<file path="src/ddrl_pkg.sv">
// ddrl_pkg: constants for the ddr read latency table and its gap sequencer
// assumes: used by ddrl_table and ddrl_gap through explicit package references
`default_nettype none
package ddrl_pkg;
  // -----------------------------------------------------------------
  // table layout
  // -----------------------------------------------------------------
  localparam logic [7:0] ROW_BASE    = 8'h0c; // first row byte offset
  localparam logic [7:0] ROW_LEN     = 8'h08; // bytes per row
  localparam int         NUM_ROWS    = 4;
  localparam logic [7:0] OFS_LAST    = 8'h2b;
  // latency code held per row, in row order
  localparam logic [1:0] CODE_ROW0   = 2'h3;
  localparam logic [1:0] CODE_ROW1   = 2'h0;
  localparam logic [1:0] CODE_ROW2   = 2'h1;
  localparam logic [1:0] CODE_ROW3   = 2'h2;
  // -----------------------------------------------------------------
  // frequency ceilings, MHz encoded directly
  // -----------------------------------------------------------------
  localparam logic [7:0] FREQ_50MHZ  = 8'h32;
  localparam logic [7:0] FREQ_66MHZ  = 8'h42;
  // -----------------------------------------------------------------
  // mode and dummy cycle counts
  // -----------------------------------------------------------------
  localparam logic [7:0] MODE_NONE   = 8'h00;
  localparam logic [7:0] MODE_QUAD   = 8'h01;
  localparam logic [7:0] DUM_L3_FAST = 8'h04;
  localparam logic [7:0] DUM_L3_DUAL = 8'h04;
  localparam logic [7:0] DUM_L3_QUAD = 8'h03;
  localparam logic [7:0] DUM_L0_FAST = 8'h05;
  localparam logic [7:0] DUM_L0_DUAL = 8'h06;
  localparam logic [7:0] DUM_L0_QUAD = 8'h06;
  localparam logic [7:0] DUM_L1_FAST = 8'h06;
  localparam logic [7:0] DUM_L1_DUAL = 8'h07;
  localparam logic [7:0] DUM_L1_QUAD = 8'h07;
  localparam logic [7:0] DUM_L2_FAST = 8'h07;
  localparam logic [7:0] DUM_L2_DUAL = 8'h08;
  localparam logic [7:0] DUM_L2_QUAD = 8'h08;
  localparam logic [7:0] BYTE_RESET  = 8'h00;
  // -----------------------------------------------------------------
  // read command kinds
  // -----------------------------------------------------------------
  typedef enum logic [1:0] {
    DDRL_CMD_FAST = 2'h0,
    DDRL_CMD_DUAL = 2'h1,
    DDRL_CMD_QUAD = 2'h2
  } ddrl_cmd_t;
  // gap sequencer states, gray along idle-mode-dummy-data
  typedef enum logic [1:0] {
    DDRL_IDLE  = 2'b00,
    DDRL_MODE  = 2'b01,
    DDRL_DUMMY = 2'b11,
    DDRL_DATA  = 2'b10
  } ddrl_state_t;
endpackage
`default_nettype wire

</file>
<file path="src/ddrl_cnt_if.sv">
// ddrl_cnt_if: cycle counts passed from table to gap sequencer
// assumes: both ends on the same clock
`default_nettype none
interface ddrl_cnt_if;
  logic [7:0] mode_cnt;
  logic [7:0] dummy_cnt;
  modport table_end (output mode_cnt, output dummy_cnt);
  modport gap_end   (input mode_cnt, input dummy_cnt);
endinterface
`default_nettype wire

</file>
<file path="src/ddrl_gap.sv">
// ddrl_gap: times mode and dummy phases after the address phase
// assumes: counts stay stable for the whole read
`default_nettype none
module ddrl_gap (
  input  wire logic          clk_in,
  input  wire logic          reset_n_in,
  input  wire logic          clk_en_in,
  input  wire logic          addr_done_in,
  input  wire logic          read_end_in,
  ddrl_cnt_if.gap_end        cnt,
  output var  logic          mode_phase_out,
  output var  logic          dummy_phase_out,
  output var  logic          data_en_out
);
  ddrl_pkg::ddrl_state_t state_r;
  logic [7:0]            left_r;

  // -----------------------------------------------------------------
  // phase sequence
  // -----------------------------------------------------------------
  always_ff @(posedge clk_in or negedge reset_n_in) begin
    if (!reset_n_in) begin
      state_r <= ddrl_pkg::DDRL_IDLE;
      left_r  <= ddrl_pkg::BYTE_RESET;
    end else if (clk_en_in) begin
      case (state_r)
        ddrl_pkg::DDRL_IDLE: begin
          if (addr_done_in) begin
            // mode first, then dummy, then data
            if (cnt.mode_cnt != ddrl_pkg::MODE_NONE) begin
              state_r <= ddrl_pkg::DDRL_MODE;
              left_r  <= cnt.mode_cnt;
            end else if (cnt.dummy_cnt != ddrl_pkg::BYTE_RESET) begin
              state_r <= ddrl_pkg::DDRL_DUMMY;
              left_r  <= cnt.dummy_cnt;
            end else begin
              state_r <= ddrl_pkg::DDRL_DATA;
            end
          end
        end
        ddrl_pkg::DDRL_MODE: begin
          if (read_end_in) begin
            state_r <= ddrl_pkg::DDRL_IDLE;
          end else if (left_r == 8'h01) begin
            state_r <= (cnt.dummy_cnt != ddrl_pkg::BYTE_RESET) ?
                       ddrl_pkg::DDRL_DUMMY : ddrl_pkg::DDRL_DATA;
            left_r  <= cnt.dummy_cnt;
          end else begin
            left_r <= left_r - 8'h01;
          end
        end
        ddrl_pkg::DDRL_DUMMY: begin
          if (read_end_in) begin
            state_r <= ddrl_pkg::DDRL_IDLE;
          end else if (left_r == 8'h01) begin
            state_r <= ddrl_pkg::DDRL_DATA;
          end else begin
            left_r <= left_r - 8'h01;
          end
        end
        ddrl_pkg::DDRL_DATA: begin
          if (read_end_in) begin
            state_r <= ddrl_pkg::DDRL_IDLE;
          end
        end
        default: state_r <= ddrl_pkg::DDRL_IDLE;
      endcase
    end
  end

  assign mode_phase_out  = (state_r == ddrl_pkg::DDRL_MODE);
  assign dummy_phase_out = (state_r == ddrl_pkg::DDRL_DUMMY);
  assign data_en_out     = (state_r == ddrl_pkg::DDRL_DATA);

  // data never starts straight from the address phase when dummies exist
  a_data_after_dummy: assert property (@(posedge clk_in) disable iff (!reset_n_in)
    $rose(data_en_out) && cnt.dummy_cnt != 8'h00 |-> $past(dummy_phase_out))
    else $error("data started without dummy phase");
  a_mode_before_dummy: assert property (@(posedge clk_in) disable iff (!reset_n_in)
    $rose(dummy_phase_out) && cnt.mode_cnt != 8'h00 |-> $past(mode_phase_out))
    else $error("dummy phase skipped mode cycles");
endmodule
`default_nettype wire

</file>
<file path="src/ddrl_table.sv">
// ddrl_table: ddr read latency lookup table with query byte port
// assumes: latency code and command stable during a read; addr_done marks end of address
//
// Notes on behaviour
// - code 00b: 66 MHz, dummies 5/6/6
// - code 01b: 66 MHz, dummies 6/7/7
// - code 10b: 66 MHz, dummies 7/8/8
// - row code 00b reports ceiling byte 42h
// - row code 01b reports ceiling byte 42h
// - one mode cycle for quad only
// - code 11b: 50 MHz, dummies 4/4/3
`default_nettype none
module ddrl_table (
  input  wire logic                clk_in,
  input  wire logic                reset_n_in,
  input  wire logic                clk_en_in,
  input  wire logic [1:0]          lat_code_in,
  input  wire ddrl_pkg::ddrl_cmd_t read_cmd_in,
  input  wire logic                addr_done_in,
  input  wire logic                read_end_in,
  input  wire logic [7:0]          query_addr_in,
  output var  logic [7:0]          query_data_out,
  output var  logic [7:0]          mode_cycles_out,
  output var  logic [7:0]          dummy_cycles_out,
  output var  logic [7:0]          freq_limit_out,
  output var  logic                mode_phase_out,
  output var  logic                dummy_phase_out,
  output var  logic                data_en_out
);
  // -----------------------------------------------------------------
  // row storage
  // -----------------------------------------------------------------
  logic [7:0] rows [ddrl_pkg::NUM_ROWS][8];
  logic [7:0] mode_cycles_nxt;
  logic [7:0] dummy_cycles_nxt;
  logic [7:0] freq_limit_nxt;
  logic [7:0] query_data_nxt;
  logic [7:0] rel;
  ddrl_cnt_if cnt_bus ();

  localparam logic [1:0]  ROW_CODES [ddrl_pkg::NUM_ROWS] = '{ddrl_pkg::CODE_ROW0,
    ddrl_pkg::CODE_ROW1, ddrl_pkg::CODE_ROW2, ddrl_pkg::CODE_ROW3};
  localparam logic [7:0]  ROW_FREQ [ddrl_pkg::NUM_ROWS] = '{ddrl_pkg::FREQ_50MHZ,
    ddrl_pkg::FREQ_66MHZ, ddrl_pkg::FREQ_66MHZ, ddrl_pkg::FREQ_66MHZ};
  localparam logic [7:0]  ROW_FAST [ddrl_pkg::NUM_ROWS] = '{ddrl_pkg::DUM_L3_FAST,
    ddrl_pkg::DUM_L0_FAST, ddrl_pkg::DUM_L1_FAST, ddrl_pkg::DUM_L2_FAST};
  localparam logic [7:0]  ROW_DUAL [ddrl_pkg::NUM_ROWS] = '{ddrl_pkg::DUM_L3_DUAL,
    ddrl_pkg::DUM_L0_DUAL, ddrl_pkg::DUM_L1_DUAL, ddrl_pkg::DUM_L2_DUAL};
  localparam logic [7:0]  ROW_QUAD [ddrl_pkg::NUM_ROWS] = '{ddrl_pkg::DUM_L3_QUAD,
    ddrl_pkg::DUM_L0_QUAD, ddrl_pkg::DUM_L1_QUAD, ddrl_pkg::DUM_L2_QUAD};

  // one row per latency code: freq, code, then mode/dummy pairs
  for (genvar g = 0; g < ddrl_pkg::NUM_ROWS; g++) begin : g_row
    assign rows[g][0] = ROW_FREQ[g];
    assign rows[g][1] = {6'h00, ROW_CODES[g]};
    assign rows[g][2] = ddrl_pkg::MODE_NONE;
    assign rows[g][3] = ROW_FAST[g];
    assign rows[g][4] = ddrl_pkg::MODE_NONE;
    assign rows[g][5] = ROW_DUAL[g];
    assign rows[g][6] = ddrl_pkg::MODE_QUAD;
    assign rows[g][7] = ROW_QUAD[g];
  end

  // -----------------------------------------------------------------
  // lookup by code and command
  // -----------------------------------------------------------------
  always_comb begin
    mode_cycles_nxt  = ddrl_pkg::MODE_NONE;
    dummy_cycles_nxt = ddrl_pkg::BYTE_RESET;
    freq_limit_nxt   = ddrl_pkg::BYTE_RESET;
    for (int i = 0; i < ddrl_pkg::NUM_ROWS; i++) begin
      if (ROW_CODES[i] == lat_code_in) begin
        freq_limit_nxt = rows[i][0];
        case (read_cmd_in)
          ddrl_pkg::DDRL_CMD_FAST: begin
            mode_cycles_nxt  = rows[i][2];
            dummy_cycles_nxt = rows[i][3];
          end
          ddrl_pkg::DDRL_CMD_DUAL: begin
            mode_cycles_nxt  = rows[i][4];
            dummy_cycles_nxt = rows[i][5];
          end
          default: begin
            mode_cycles_nxt  = rows[i][6];
            dummy_cycles_nxt = rows[i][7];
          end
        endcase
      end
    end
  end

  // query bytes: offsets 0ch..2bh, other offsets read zero
  always_comb begin
    rel            = query_addr_in - ddrl_pkg::ROW_BASE;
    query_data_nxt = ddrl_pkg::BYTE_RESET;
    if (query_addr_in >= ddrl_pkg::ROW_BASE && query_addr_in <= ddrl_pkg::OFS_LAST) begin
      query_data_nxt = rows[rel[4:3]][rel[2:0]];
    end
  end

  // -----------------------------------------------------------------
  // registered outputs
  // -----------------------------------------------------------------
  always_ff @(posedge clk_in or negedge reset_n_in) begin
    if (!reset_n_in) begin
      mode_cycles_out  <= ddrl_pkg::BYTE_RESET;
      dummy_cycles_out <= ddrl_pkg::BYTE_RESET;
      freq_limit_out   <= ddrl_pkg::BYTE_RESET;
    end else if (clk_en_in) begin
      mode_cycles_out  <= mode_cycles_nxt;
      dummy_cycles_out <= dummy_cycles_nxt;
      freq_limit_out   <= freq_limit_nxt;
    end
  end

  always_ff @(posedge clk_in or negedge reset_n_in) begin
    if (!reset_n_in) begin
      query_data_out <= ddrl_pkg::BYTE_RESET;
    end else if (clk_en_in) begin
      query_data_out <= query_data_nxt;
    end
  end

  // -----------------------------------------------------------------
  // gap sequencer
  // -----------------------------------------------------------------
  assign cnt_bus.mode_cnt  = mode_cycles_out;
  assign cnt_bus.dummy_cnt = dummy_cycles_out;

  ddrl_gap u_gap (
    .clk_in          (clk_in),
    .reset_n_in      (reset_n_in),
    .clk_en_in       (clk_en_in),
    .addr_done_in    (addr_done_in),
    .read_end_in     (read_end_in),
    .cnt             (cnt_bus),
    .mode_phase_out  (mode_phase_out),
    .dummy_phase_out (dummy_phase_out),
    .data_en_out     (data_en_out)
  );

  // -----------------------------------------------------------------
  // checks
  // -----------------------------------------------------------------
  a_code0_counts: assert property (@(posedge clk_in) disable iff (!reset_n_in)
    clk_en_in && lat_code_in == 2'h0 |=> freq_limit_out == 8'h42 &&
    dummy_cycles_out == (($past(read_cmd_in) == ddrl_pkg::DDRL_CMD_FAST) ? 8'h05 : 8'h06))
    else $error("code 00b row wrong");
  a_code1_counts: assert property (@(posedge clk_in) disable iff (!reset_n_in)
    clk_en_in && lat_code_in == 2'h1 |=> freq_limit_out == 8'h42 &&
    dummy_cycles_out == (($past(read_cmd_in) == ddrl_pkg::DDRL_CMD_FAST) ? 8'h06 : 8'h07))
    else $error("code 01b row wrong");
  a_code2_counts: assert property (@(posedge clk_in) disable iff (!reset_n_in)
    clk_en_in && lat_code_in == 2'h2 |=> freq_limit_out == 8'h42 &&
    dummy_cycles_out == (($past(read_cmd_in) == ddrl_pkg::DDRL_CMD_FAST) ? 8'h07 : 8'h08))
    else $error("code 10b row wrong");
  a_code3_counts: assert property (@(posedge clk_in) disable iff (!reset_n_in)
    clk_en_in && lat_code_in == 2'h3 |=> freq_limit_out == 8'h32 &&
    dummy_cycles_out == (($past(read_cmd_in) < ddrl_pkg::DDRL_CMD_QUAD) ? 8'h04 : 8'h03))
    else $error("code 11b row wrong");
  a_row_freq0: assert property (@(posedge clk_in) disable iff (!reset_n_in)
    clk_en_in && query_addr_in == 8'h14 |=> query_data_out == 8'h42)
    else $error("code 00b ceiling byte wrong");
  a_row_freq1: assert property (@(posedge clk_in) disable iff (!reset_n_in)
    clk_en_in && query_addr_in == 8'h1c |=> query_data_out == 8'h42)
    else $error("code 01b ceiling byte wrong");
  a_mode_quad: assert property (@(posedge clk_in) disable iff (!reset_n_in)
    clk_en_in |=> mode_cycles_out == (($past(read_cmd_in) < ddrl_pkg::DDRL_CMD_QUAD) ?
    8'h00 : 8'h01))
    else $error("mode cycle count wrong");
  a_dummy_length: assert property (@(posedge clk_in) disable iff (!reset_n_in)
    $rose(dummy_phase_out) && dummy_cycles_out == 8'h05 && clk_en_in && !read_end_in
    ##1 (clk_en_in && !read_end_in)[*4] |=> data_en_out)
    else $error("data not after five dummies");

  // -----------------------------------------------------------------
  // query byte checks
  // -----------------------------------------------------------------
  a_c0_fast_byte: assert property (@(posedge clk_in) disable iff (!reset_n_in)
    clk_en_in && query_addr_in == 8'h17 |=> query_data_out == 8'h05)
    else $error("code 00b fast dummy byte wrong");
  a_c0_dual_byte: assert property (@(posedge clk_in) disable iff (!reset_n_in)
    clk_en_in && query_addr_in == 8'h19 |=> query_data_out == 8'h06)
    else $error("code 00b dual dummy byte wrong");
  a_c0_quad_byte: assert property (@(posedge clk_in) disable iff (!reset_n_in)
    clk_en_in && query_addr_in == 8'h1b |=> query_data_out == 8'h06)
    else $error("code 00b quad dummy byte wrong");
  a_c1_fast_byte: assert property (@(posedge clk_in) disable iff (!reset_n_in)
    clk_en_in && query_addr_in == 8'h1f |=> query_data_out == 8'h06)
    else $error("code 01b fast dummy byte wrong");
  a_c1_dual_byte: assert property (@(posedge clk_in) disable iff (!reset_n_in)
    clk_en_in && query_addr_in == 8'h21 |=> query_data_out == 8'h07)
    else $error("code 01b dual dummy byte wrong");
  a_c1_quad_byte: assert property (@(posedge clk_in) disable iff (!reset_n_in)
    clk_en_in && query_addr_in == 8'h23 |=> query_data_out == 8'h07)
    else $error("code 01b quad dummy byte wrong");
  a_c2_fast_byte: assert property (@(posedge clk_in) disable iff (!reset_n_in)
    clk_en_in && query_addr_in == 8'h27 |=> query_data_out == 8'h07)
    else $error("code 10b fast dummy byte wrong");
  a_c2_dual_byte: assert property (@(posedge clk_in) disable iff (!reset_n_in)
    clk_en_in && query_addr_in == 8'h29 |=> query_data_out == 8'h08)
    else $error("code 10b dual dummy byte wrong");
  a_c2_quad_byte: assert property (@(posedge clk_in) disable iff (!reset_n_in)
    clk_en_in && query_addr_in == 8'h2b |=> query_data_out == 8'h08)
    else $error("code 10b quad dummy byte wrong");
  a_c3_freq_byte: assert property (@(posedge clk_in) disable iff (!reset_n_in)
    clk_en_in && query_addr_in == 8'h0c |=> query_data_out == 8'h32)
    else $error("code 11b ceiling byte wrong");
  a_c3_fast_byte: assert property (@(posedge clk_in) disable iff (!reset_n_in)
    clk_en_in && query_addr_in == 8'h0f |=> query_data_out == 8'h04)
    else $error("code 11b fast dummy byte wrong");
  a_c3_dual_byte: assert property (@(posedge clk_in) disable iff (!reset_n_in)
    clk_en_in && query_addr_in == 8'h11 |=> query_data_out == 8'h04)
    else $error("code 11b dual dummy byte wrong");
  a_c3_quad_byte: assert property (@(posedge clk_in) disable iff (!reset_n_in)
    clk_en_in && query_addr_in == 8'h13 |=> query_data_out == 8'h03)
    else $error("code 11b quad dummy byte wrong");
  a_quad_mode_byte: assert property (@(posedge clk_in) disable iff (!reset_n_in)
    clk_en_in && query_addr_in inside {8'h12, 8'h1a, 8'h22, 8'h2a} |=> query_data_out == 8'h01)
    else $error("quad mode byte wrong");
  a_no_mode_byte: assert property (@(posedge clk_in) disable iff (!reset_n_in)
    clk_en_in && query_addr_in inside {8'h0e, 8'h10, 8'h16, 8'h18, 8'h1e, 8'h20, 8'h26,
    8'h28} |=> query_data_out == 8'h00)
    else $error("fast or dual mode byte wrong");
endmodule
`default_nettype wire

</file>
<file path="config.mk">
export PLATFORM = sky130hd
export DESIGN_NAME = ddrl_table
export DESIGN_NICKNAME = d
export VERILOG_FILES = /design/src/ddrl_pkg.sv /design/src/ddrl_cnt_if.sv /design/src/ddrl_gap.sv /design/src/ddrl_table.sv
export SDC_FILE = /design/constraint.sdc
export NUM_CORES = 1
export LEC_CHECK = 0
export BUFFER_PORTS_ARGS = -buffer_cell sky130_fd_sc_hd__buf_2
export CORE_MARGIN = 5
export CORE_UTILIZATION = 36
export CTS_CLUSTER_DIAMETER = 200
export CTS_CLUSTER_SIZE = 12
export DETAILED_ROUTE_END_ITERATION = 6
export PLACE_DENSITY = 0.6
export SLEW_MARGIN = 0
export SYNTH_ARGS = -nofsm -noshare
export SYNTH_HDL_FRONTEND = slang
export SYNTH_SLANG_ARGS = --single-unit
</file>
<file path="constraint.sdc">
create_clock -name clk_in -period 2 [get_ports clk_in]
set_clock_uncertainty 0.2 [all_clocks]
set_input_delay 0.1 -clock clk_in [delete_from_list [all_inputs] [get_ports clk_in]]
set_output_delay 0.1 -clock clk_in [all_outputs]
set_load 0.01 [all_outputs]
</file>
## Yosys cells after proc, flatten, opt, wreduce, memory -nomap -nowiden

Index checks and enable logic that the tools add are counted.

| word-level totals | value |
|---|---|
| input port bits | 17 |
| output and inout port bits | 35 |
| word-level logic and storage cells | 81 |
| register bits | 42 |

| cells by class | value |
|---|---|
| equal/unequal tests | 16 |
| reductions and logical operators | 10 |
| $lt $le $gt $ge | 4 |
| bitwise gates (word level) | 2 |
| multiplexer cells | 41 |
| add/sub/neg operators | 2 |

Operators with widths:

| kind | number |
|---|---|
| $mux W8 | 21 |
| $bmux W64 S2 | 1 |
| $mux W64 | 2 |
| $bmux W8 S3 | 1 |
| $pmux W8 S3 | 1 |
| $mux W2 | 8 |
| $reduce_bool A8 Y1 | 2 |
| $ne A2 B2 Y1 const B | 5 |
| $eq A8 B1 Y1 const B | 1 |
| $ge A8 B4 Y1 const B | 1 |
| $le A8 B6 Y1 const B | 1 |
| $pmux W2 S4 | 1 |
| $sub A8 B1 Y8 const B | 1 |
| $reduce_and A7 Y1 | 1 |
| $logic_not A2 Y1 | 3 |
| $mux W6 | 1 |
| $ne A3 B2 Y1 const B | 2 |
| $reduce_and A5 Y1 | 1 |
| $sub A5 B4 Y5 const B | 1 |
| $eq A2 B1 Y1 const B | 2 |
| $eq A2 B2 Y1 const A | 2 |
| $eq A2 B2 Y1 const B | 2 |
| $ge A4 B4 Y1 const B | 1 |
| $mux W4 | 1 |
| 10 further kinds | 12 |

## Longest topological paths before layout

Gate-level depths: netlist of the first run.

| depth | value |
|---|---|
| depth after elaboration | 9 |
| mapped depth | 9 |
| mapped depth without buffers | 8 |

## Modules after synthesis

From an unflattened synthesis of the first run, not the netlist that was laid out.

| second synthesis, totals | value |
|---|---|
| cells, all modules | 212 |
| area total of the unflattened synthesis | 1,985.7 sq um |

Modules (own cells, without submodules):

| module | seq. area each (sq um) | cells an instance | area an instance (sq um) | instances |
|---|---|---|---|---|
| ddrl_table | 350.3 | 109 | 1,042.2 | 1 |
| ddrl_gap | 250.2 | 103 | 943.4 | 1 |

## Worst setup path after synthesis of the first run

OpenSTA, ideal clock, no wires.

| path | value |
|---|---|
| kind | flip-flop to flip-flop |
| start point | register u_gap.state_r[1] |
| end point | register u_gap.left_r[5] |
| path buffers | 1 |
| cell stages (with the launch flop) | 8 |
| setup slack | -0.112 ns |
| library setup time | 0.078 ns |
| period minus slack after synthesis | 2.112 ns |
| required time | 1.722 ns |
| arrival time | 1.834 ns |
| cells stage by stage | dfrtp_1 -> inv_1 -> ha_1 -> nand2b_1 -> o2111ai_1 -> buf_2 -> or4_1 -> a21oi_1 |

| on the way | value |
|---|---|
| word-level cells in the longest chain between the ends | 3 |
| elaborated cells between the ends (all ways) | 11 |
| those cells by class | eq/ne (7); mux (1); reduce/logical (3) |

Ends and longest elaborated chain:

| what | RTL line | source |
|---|---|---|
| start: declaration | ddrl_gap.sv:15 | `ddrl_pkg::ddrl_state_t state_r;` |
| start signal: assignment | ddrl_gap.sv:23 | `state_r <= ddrl_pkg::DDRL_IDLE;` |
| start signal: assignment | ddrl_gap.sv:31 | `state_r <= ddrl_pkg::DDRL_MODE;` |
| start signal: assignment | ddrl_gap.sv:34 | `state_r <= ddrl_pkg::DDRL_DUMMY;` |
| $eq A2 B1 Y1 (*) | -- |  |
| net mode_phase_out | ddrl_table.sv:26 | `output var logic mode_phase_out,` |
| $ne A2 B2 Y1 (no source line) / $reduce_bool A3 Y1 (equally long branches) | -- |  |
| $reduce_and A7 Y1 (no source line) | -- |  |
| end signal: assignment | ddrl_gap.sv:24 | `left_r <= ddrl_pkg::BYTE_RESET;` |
| end signal: assignment | ddrl_gap.sv:32 | `left_r <= cnt.mode_cnt;` |
| end signal: assignment | ddrl_gap.sv:35 | `left_r <= cnt.dummy_cnt;` |
| end: declaration | ddrl_gap.sv:16 | `logic [7:0] left_r;` |

The timed path passes the listed nets; every way through them passes the cells marked *.
A chain may end at the register's enable or synchronous reset.

## Worst setup path after layout of the first run

| path | value |
|---|---|
| start point | register u_gap.state_r[0] |
| end point | register u_gap.left_r[0] |

| on the way | value |
|---|---|
| word-level cells in the longest chain between the ends | 3 |
| elaborated cells between the ends (all ways) | 11 |
| those cells by class | eq/ne (7); mux (1); reduce/logical (3) |

Ends and longest elaborated chain:

| what | RTL line | source |
|---|---|---|
| $eq A2 B2 Y1, or another cell as far along | ddrl_gap.sv:26 | `case (state_r)` |
| $ne A2 B2 Y1 (no source line), or another cell as far along | -- |  |
| $reduce_and A7 Y1 (no source line) | -- |  |

Parallel ways exist; a longest one is shown, timed or not.

==> impl_metrics.tcl, run 1 <==
set metrics [dict create \
    min_path_type "input pin to flip-flop" \
    setup_tns_ps -13.0 \
    fin_area_um2 2530 \
    die_h_um 81.2 \
    grt_overflow_total 0 \
    cp_slowest_cell "dfrtp_2" \
    syn_inst 207 \
    critPathKind "flip-flop to flip-flop" \
    final_common_cell "buf_2" \
    num_rows 26 \
    drt_pre_antenna_iters 4 \
    synth-seq-cells 24 \
    cp_max_fo 6 \
    power.density_nw_per_um2 1180 \
    track_usage_pct 14.5 \
    io_pins 52 \
    leakagePower_nw 1.16 \
    top_usage_layer "met2" \
    cts.sinks 24 \
    grt_pass1_wl_mm 7.56 \
    syn_area_per_cell_um2 8.82 \
    setup-violations-final 2 \
    post-route-util_pct 50.5 \
    timing.hold.ws_ps 11.8 \
    grt_pass1_vias 1645 \
    h-tree-depth 1 \
    syn_to_final_growth_pct 38.6 \
    crit_chain "ha_4 -> nor4b_2 -> a21oi_2 -> a211o_1 -> mux2_1" \
    cp-start-kind "flip-flop" \
    critPathArrivalTime_ps 1970 \
    cts_made_buffers 3 \
    use_met1_pct 19.4 \
    rsz0062_at_grt "true" \
    dieArea_um2 6600 \
    wl_mm 4.64 \
    synth_ff_type "dfrtp_1" \
    min_period_over_period_pct 100 \
    core-area_um2 5010 \
    drive_above_1_share_pct 38.7 \
    io_buffers 35 \
    use_met2_pct 24.3 \
    final_antenna_net_count 0 \
    place_area_um2 2220 \
    cts_tree "built" \
    final.min_clock_period_ps 2010 \
    ys_seq_area_share_pct 32.9 \
    max_slew_margin_pct 61.8 \
    vdd_drop_max_mv 0.593 \
    ys_types 52 \
    ys_warn_count 0 \
    grt_max_degree 25 \
    n_antenna_cell 0 \
    gr-usage-met3_pct 3.10 \
    root_buffer "clkbuf_8" \
    violations "setup timing" \
    drt_iter0_drc 118 \
    cap_violations 0 \
    via_count 1677 \
    fmax_mhz 498 \
    syn_area_um2 1830 \
    clockBufferDepth 2 \
    finalHoldViolCount 0 \
    final_cell_mix "buf_2 (35), buf_4 (30), inv_1 (24)" \
    status "complete, but fails checks" \
    worst_pin_slew_ps 573 \
    fill_cells 487 \
    hpwlAfterDp_mm 3.39 \
    final_nets 306 \
    start_util_pct 36.4 \
    synth_edf_count 0 \
    crit_required_ps 1960 \
    gp_congestion 0.855 \
    max_stage_delay_ps 460 \
    drc 0 \
    clock_latency_ps 270 \
    total_power_mw 2.99 \
    critPathCaptureType "flip-flop" \
    viasPerCell 4.88 \
    avgRoutedWirePerCell_um 13.5 \
    drv_slew 0 \
    antenna_found_initial 0 \
    async_flop_share_pct 100 \
    clkSlewWorstSetupHoldPaths_ps 90 \
    die_w_um 81.2 \
    setup_slack_ps -9.68 \
]
[worst max-delay path, delay by kind of cell, from the launching register on]
kind | cells | cell delay [ps]
multiplexers | 1 | 280
adder cells (fa/ha/maj) | 1 | 210
AO/OA/AOI/OAI | 2 | 480
AND/OR/NAND/NOR | 1 | 280
flip-flops | 1 | 460
[kinds of logic (layout without fill, tap and decap cells)]
kind of cell / Yosys count / count (layout) / synth area share [%]
adders and majority gates: 14 / 14 / 9.60
other: 1 / 16 / 0.205
buffers and inverters: 52 / 104 / 14.5
AOI/OAI and AO/OA: 59 / 59 / 22.3
and+or+nand+nor: 51 / 51 / 17.1
muxes: 5 / 5 / 2.88
DFF: 24 / 24 / 32.9
xor gates and xnor gates: 1 / 1 / 0.480
[area by class of cell]
class                           count  area (um^2)  area share [%]
Multi-Input combinational cell    146         1200            47.4
Inverter                           27          101            4.01
Tap cell                           70         87.6            3.46
Sequential cell                    24          606            23.9
Timing Repair Buffer               73          482            19.0
Clock buffer                        4         55.1            2.18
[cells in the mapped netlist, types with 2 or more instances]
library cell | n | area share, %
or2_2 | 3 | 1.0
a21oi_2 | 2 | 0.96
o22ai_1 | 6 | 2.1
nor2_1 | 4 | 0.82
o41ai_1 | 3 | 1.4
nor3_1 | 8 | 2.2
o21a_1 | 2 | 0.82
nand3_1 | 3 | 0.82
o21ai_0 | 8 | 2.2
or3_1 | 2 | 0.69
a22oi_1 | 2 | 0.82
clkbuf_1 | 5 | 1.0
buf_2 | 2 | 0.55
buf_4 | 18 | 7.4
o31ai_1 | 2 | 0.82
a21oi_1 | 12 | 3.3
a211oi_1 | 4 | 1.6
o211ai_1 | 2 | 0.82
o21ai_1 | 2 | 0.55
o2111ai_1 | 3 | 1.4
mux2i_1 | 3 | 1.6
nor2b_1 | 2 | 0.69
inv_1 | 27 | 5.6
nor4b_1 | 2 | 0.96
or4_1 | 3 | 1.2
nand2_1 | 10 | 2.1
dfrtp_1 | 24 | 33
ha_1 | 14 | 9.6
nand2b_1 | 6 | 2.1
[worst paths after layout]
path / start / to / slack (ps) / cells after the start
max: u_gap.state_r[0] / u_gap.left_r[0] / -10 / 5
min: query_addr_in[2] / query_data_out[3] / 10 / 3
max reg2reg: u_gap.state_r[0] / u_gap.left_r[0] / -10 / 5
min reg2reg: freq_limit_out[1] / freq_limit_out[1] / 270 / 1
max in group asynchronous: reset_n_in / u_gap.left_r[5] / 1020 / 2
min in group asynchronous: reset_n_in / u_gap.left_r[3] / 150 / 2
[per-stage QoR]
step | std cells | setup slack [ps]
after global placement | 327 | -80.3
after floorplan | 222 | -23.4
after detailed placement | 327 | -70.0
after global routing | 344 | -76.8
final | 344 | -9.68
after CTS | 341 | -16.9
[what timing repair did]
item                                    4_1_cts  5_1_grt
setup buffers                                 3        3
pin swaps                                     8        9
resized for setup                            11       14
endpoints found under the setup margin       10       10
hold buffers                                  7        0
endpoints found under the hold margin        33        0
[flip-flops by register name, summed over array words and instances, names as in the netlist]
| signal | count |
|---|---|
| u_gap.left_r | 8 |
| query_data_out | 6 |
| dummy_cycles_out | 4 |
| freq_limit_out | 3 |
| u_gap.state_r | 2 |
| mode_cycles_out | 1 |
[per-layer routing]
metal / up-vias / share of wire (%)
met2: 52 / 48
met1: 778 / 46
met4: 0 / 0.54
li1: 843 / -
met5: - / 0
met3: 4 / 5.9
[power breakdown]
part | switching, mW | leakage [nW] | internal (mW)
clock network | 0.158 | 0.0288 | 0.176
logic | 0.936 | 0.834 | 0.951
registers | 0.167 | 0.298 | 0.602
total | 1.26 | 1.16 | 1.73
No activity file was read; power rests on OpenSTA's default activity.
==> run 2, diff against run 1 <==
--- a/config.mk
+++ b/config.mk
@@ -11,7 +11,7 @@
 export CTS_CLUSTER_DIAMETER = 200
 export CTS_CLUSTER_SIZE = 12
 export DETAILED_ROUTE_END_ITERATION = 6
-export PLACE_DENSITY = 0.6
+export PLACE_DENSITY = 0.58
 export SLEW_MARGIN = 0
 export SYNTH_ARGS = -nofsm -noshare
 export SYNTH_HDL_FRONTEND = slang
==> constraint.sdc (replaced) <==
create_clock -name clk_in -period 2.1 [get_ports clk_in]
set_clock_uncertainty 0.2 [all_clocks]
set_input_delay 0.105 -clock clk_in [delete_from_list [all_inputs] [get_ports clk_in]]
set_output_delay 0.105 -clock clk_in [all_outputs]
set_load 0.01 [all_outputs]
==> run 2 against run 1 <==
The run now ends clean. Sequential power decreased by 8.8%. Non-clock buffer count decreased by 9. Clock power rose by 25%. Die area is the same. Register-to-register slack better by 60 ps. Critical path depth decreased by 1. Final cell count shrank 2.6%. Global-route usage shrank 0.57 points.
==> impl_metrics.tcl, run 2 (synthesis results as in run 1) <==
set metrics [dict create \
    total_power_mw 2.57 \
    reg2reg_depth 4 \
    cts_made_buffers 3 \
    highest_layer "met4" \
    combPwrFrac_pct 56.4 \
    finalHoldViolCount 0 \
    syn_to_final_growth_pct 28.1 \
    dieArea_um2 6600 \
    cp_slowest_cell "or4_4" \
    fmax_mhz 487 \
    final.min_clock_period_ps 2050 \
    drt_iter0_drc 50 \
    preCtsSetupSlack_ps -17.4 \
    power.density_nw_per_um2 1100 \
    crit_required_ps 2080 \
    io_buffers 35 \
    track_usage_pct 14.0 \
    die_h_um 81.2 \
    rr_startpoint "u_gap.left_r[5]" \
    wl_met1_mm 1.99 \
    clock_latency_ps 270 \
    grt_overflow_total 0 \
    switching_share_pct 40.5 \
    h-tree-depth 1 \
    cts_tree "built" \
    final_nets 297 \
    max_slew_margin_pct 63.2 \
    drc 0 \
    viasPerCell 4.93 \
    setup.worst_path.end "u_gap.left_r[3]" \
    worst-path-stages 4 \
    grt_pass1_vias 1552 \
    grt_max_degree 25 \
    vdd_drop_max_mv 0.428 \
    setup_slack_ps 47.2 \
    hpwlAfterDp_mm 3.33 \
    status "completed" \
    postCtsSetupBuffers 0 \
    avgRoutedWirePerCell_um 13.2 \
    die_w_um 81.2 \
    fin_area_um2 2340 \
    cp-start-kind "flip-flop" \
    switchingPower_mw 1.04 \
    worst_pin_slew_ps 552 \
    final_cell_mix "buf_2 (35), inv_1 (27), dfrtp_1 (24)" \
    clkSlewWorstSetupHoldPaths_ps 90 \
    largest_reg_flops 8 \
    clockBufferDepth 2 \
    rsz0062_at_grt "true" \
    cp_max_fo 6 \
    place_area_um2 2140 \
    drv_slew 0 \
    wl_met3_um 186 \
    path_buf_inv 0 \
    wl_mm 4.41 \
    leakagePower_nw 1.10 \
    gp_congestion 0.838 \
    reg_top3 "u_gap.left_r: 8 flops, query_data_out: 6 flops, dummy_cycles_out: 4 flops" \
    start_util_pct 36.4 \
    crit_chain "or4_4 -> o31ai_2 -> a22oi_1 -> o22ai_1" \
    cp_top_family "compound AO/OA/AOI/OAI gates" \
    num_rows 26 \
    final_common_cell "buf_2" \
    core-area_um2 5010 \
    final_antenna_net_count 0 \
    crit_start "u_gap.left_r[5]" \
    worst_r2r_endpoint "u_gap.left_r[3]" \
    root_buffer "clkbuf_8" \
    drt_pre_antenna_iters 4 \
    grt_pass1_wl_mm 7.12 \
    power_frac_seq_pct 27.3 \
    n_antenna_cell 0 \
    io_pins 52 \
    intPower_mw 1.53 \
    antenna_found_initial 0 \
    setup-violations-final 0 \
    r2r_slack_ps 50 \
    max_stage_delay_ps 600 \
    cts.sinks 24 \
    dr_wl_met2_mm 2.17 \
    regMostFlops "u_gap.left_r" \
    via_count 1651 \
    critPathArrivalTime_ps 2040 \
    critPathKind "flip-flop to flip-flop" \
    min_period_over_period_pct 97.8 \
    fill_cells 510 \
    setup_tns_ps 0 \
    critPathCaptureType "flip-flop" \
    drive_above_1_share_pct 28.7 \
    clkPwrFrac_pct 16.3 \
    min_path_type "input pin to flip-flop" \
    cap_violations 0 \
]
-- run 2: changes by cell type in the layout (fill, tap and decap cells not counted), moves of 2 or more --
cell	previous run	this run
a21oi_1	10	12
dfrtp_1	20	24
a21oi_2	4	2
inv_1	24	27
a211oi_2	2	0
buf_4	30	20
a211oi_1	2	4
inv_2	3	0
ha_4	4	0
ha_1	10	13
dfrtp_2	4	0
-- run 2: repair_timing --
item | in CTS | in global routing
endpoints found under the hold margin | 34 | 0
hold buffers | 8 | 0
resized for setup | 3 | 7
setup endpoints to repair | 7 | 9
pin swaps | 1 | 10
-- run 2: power by group through the flow --
stage	Combinational [mW]	Clock (mW)	Sequential [mW]
6_report	1.45	0.417	0.702
5_1_grt	1.59	0.451	0.719
4_1_cts	1.39	0.433	0.687
3_5_place_dp	1.34	0	0.694
3_3_place_gp	1.33	0	0.693
2_1_floorplan	0.871	0	0.676
-- run 2: worst min path at each step --
stage / endpoint / depth (start not counted) / start / slack, ps
2_1_floorplan: dummy_cycles_out[0] / 0 / reset_n_in / -390
3_3_place_gp: u_gap.left_r[7] / 1 / reset_n_in / -60
3_5_place_dp: u_gap.left_r[7] / 1 / reset_n_in / -70
4_1_cts: query_data_out[5] / 4 / query_addr_in[7] / 3
5_1_grt: query_data_out[5] / 4 / query_addr_in[6] / 50
6_report: query_data_out[5] / 4 / query_addr_in[7] / 10
-- run 2: worst min-delay path: cells and delay by family --
kind / cells / cell delay (ps)
simple gates: 1 / 40
buf+inv: 1 / 70
compound gates: 2 / 230
-- run 2: metal layers --
metal,vias to the layer above,GRT usage (%)
met5,-,0
met4,0,4.56
met3,4,2.77
met2,41,24.5
met1,781,17.0
li1,825,-
-- run 2: layout make-up --
| class | count | area [um^2] | area share (%) |
|---|---|---|---|
| flip-flops and latches | 24 | 601 | 25.7 |
| inverters | 27 | 101 | 4.33 |
| well taps | 70 | 87.6 | 3.75 |
| clock inverters | 1 | 30.0 | 1.28 |
| multi-input cells | 146 | 1060 | 45.4 |
| clock buffers | 3 | 41.3 | 1.77 |
| repair buffers | 64 | 417 | 17.8 |
-- run 2: through the flow --
step | std cells | hold slack, ps | util [%]
after detailed placement | 323 | -68.6 | 42.7
after floorplan | 222 | -391 | -
after global placement | 323 | -59.4 | 42.7
after global routing | 335 | 45.4 | 46.7
final | 335 | 10.2 | 46.7
after CTS | 335 | 3.39 | 46.1
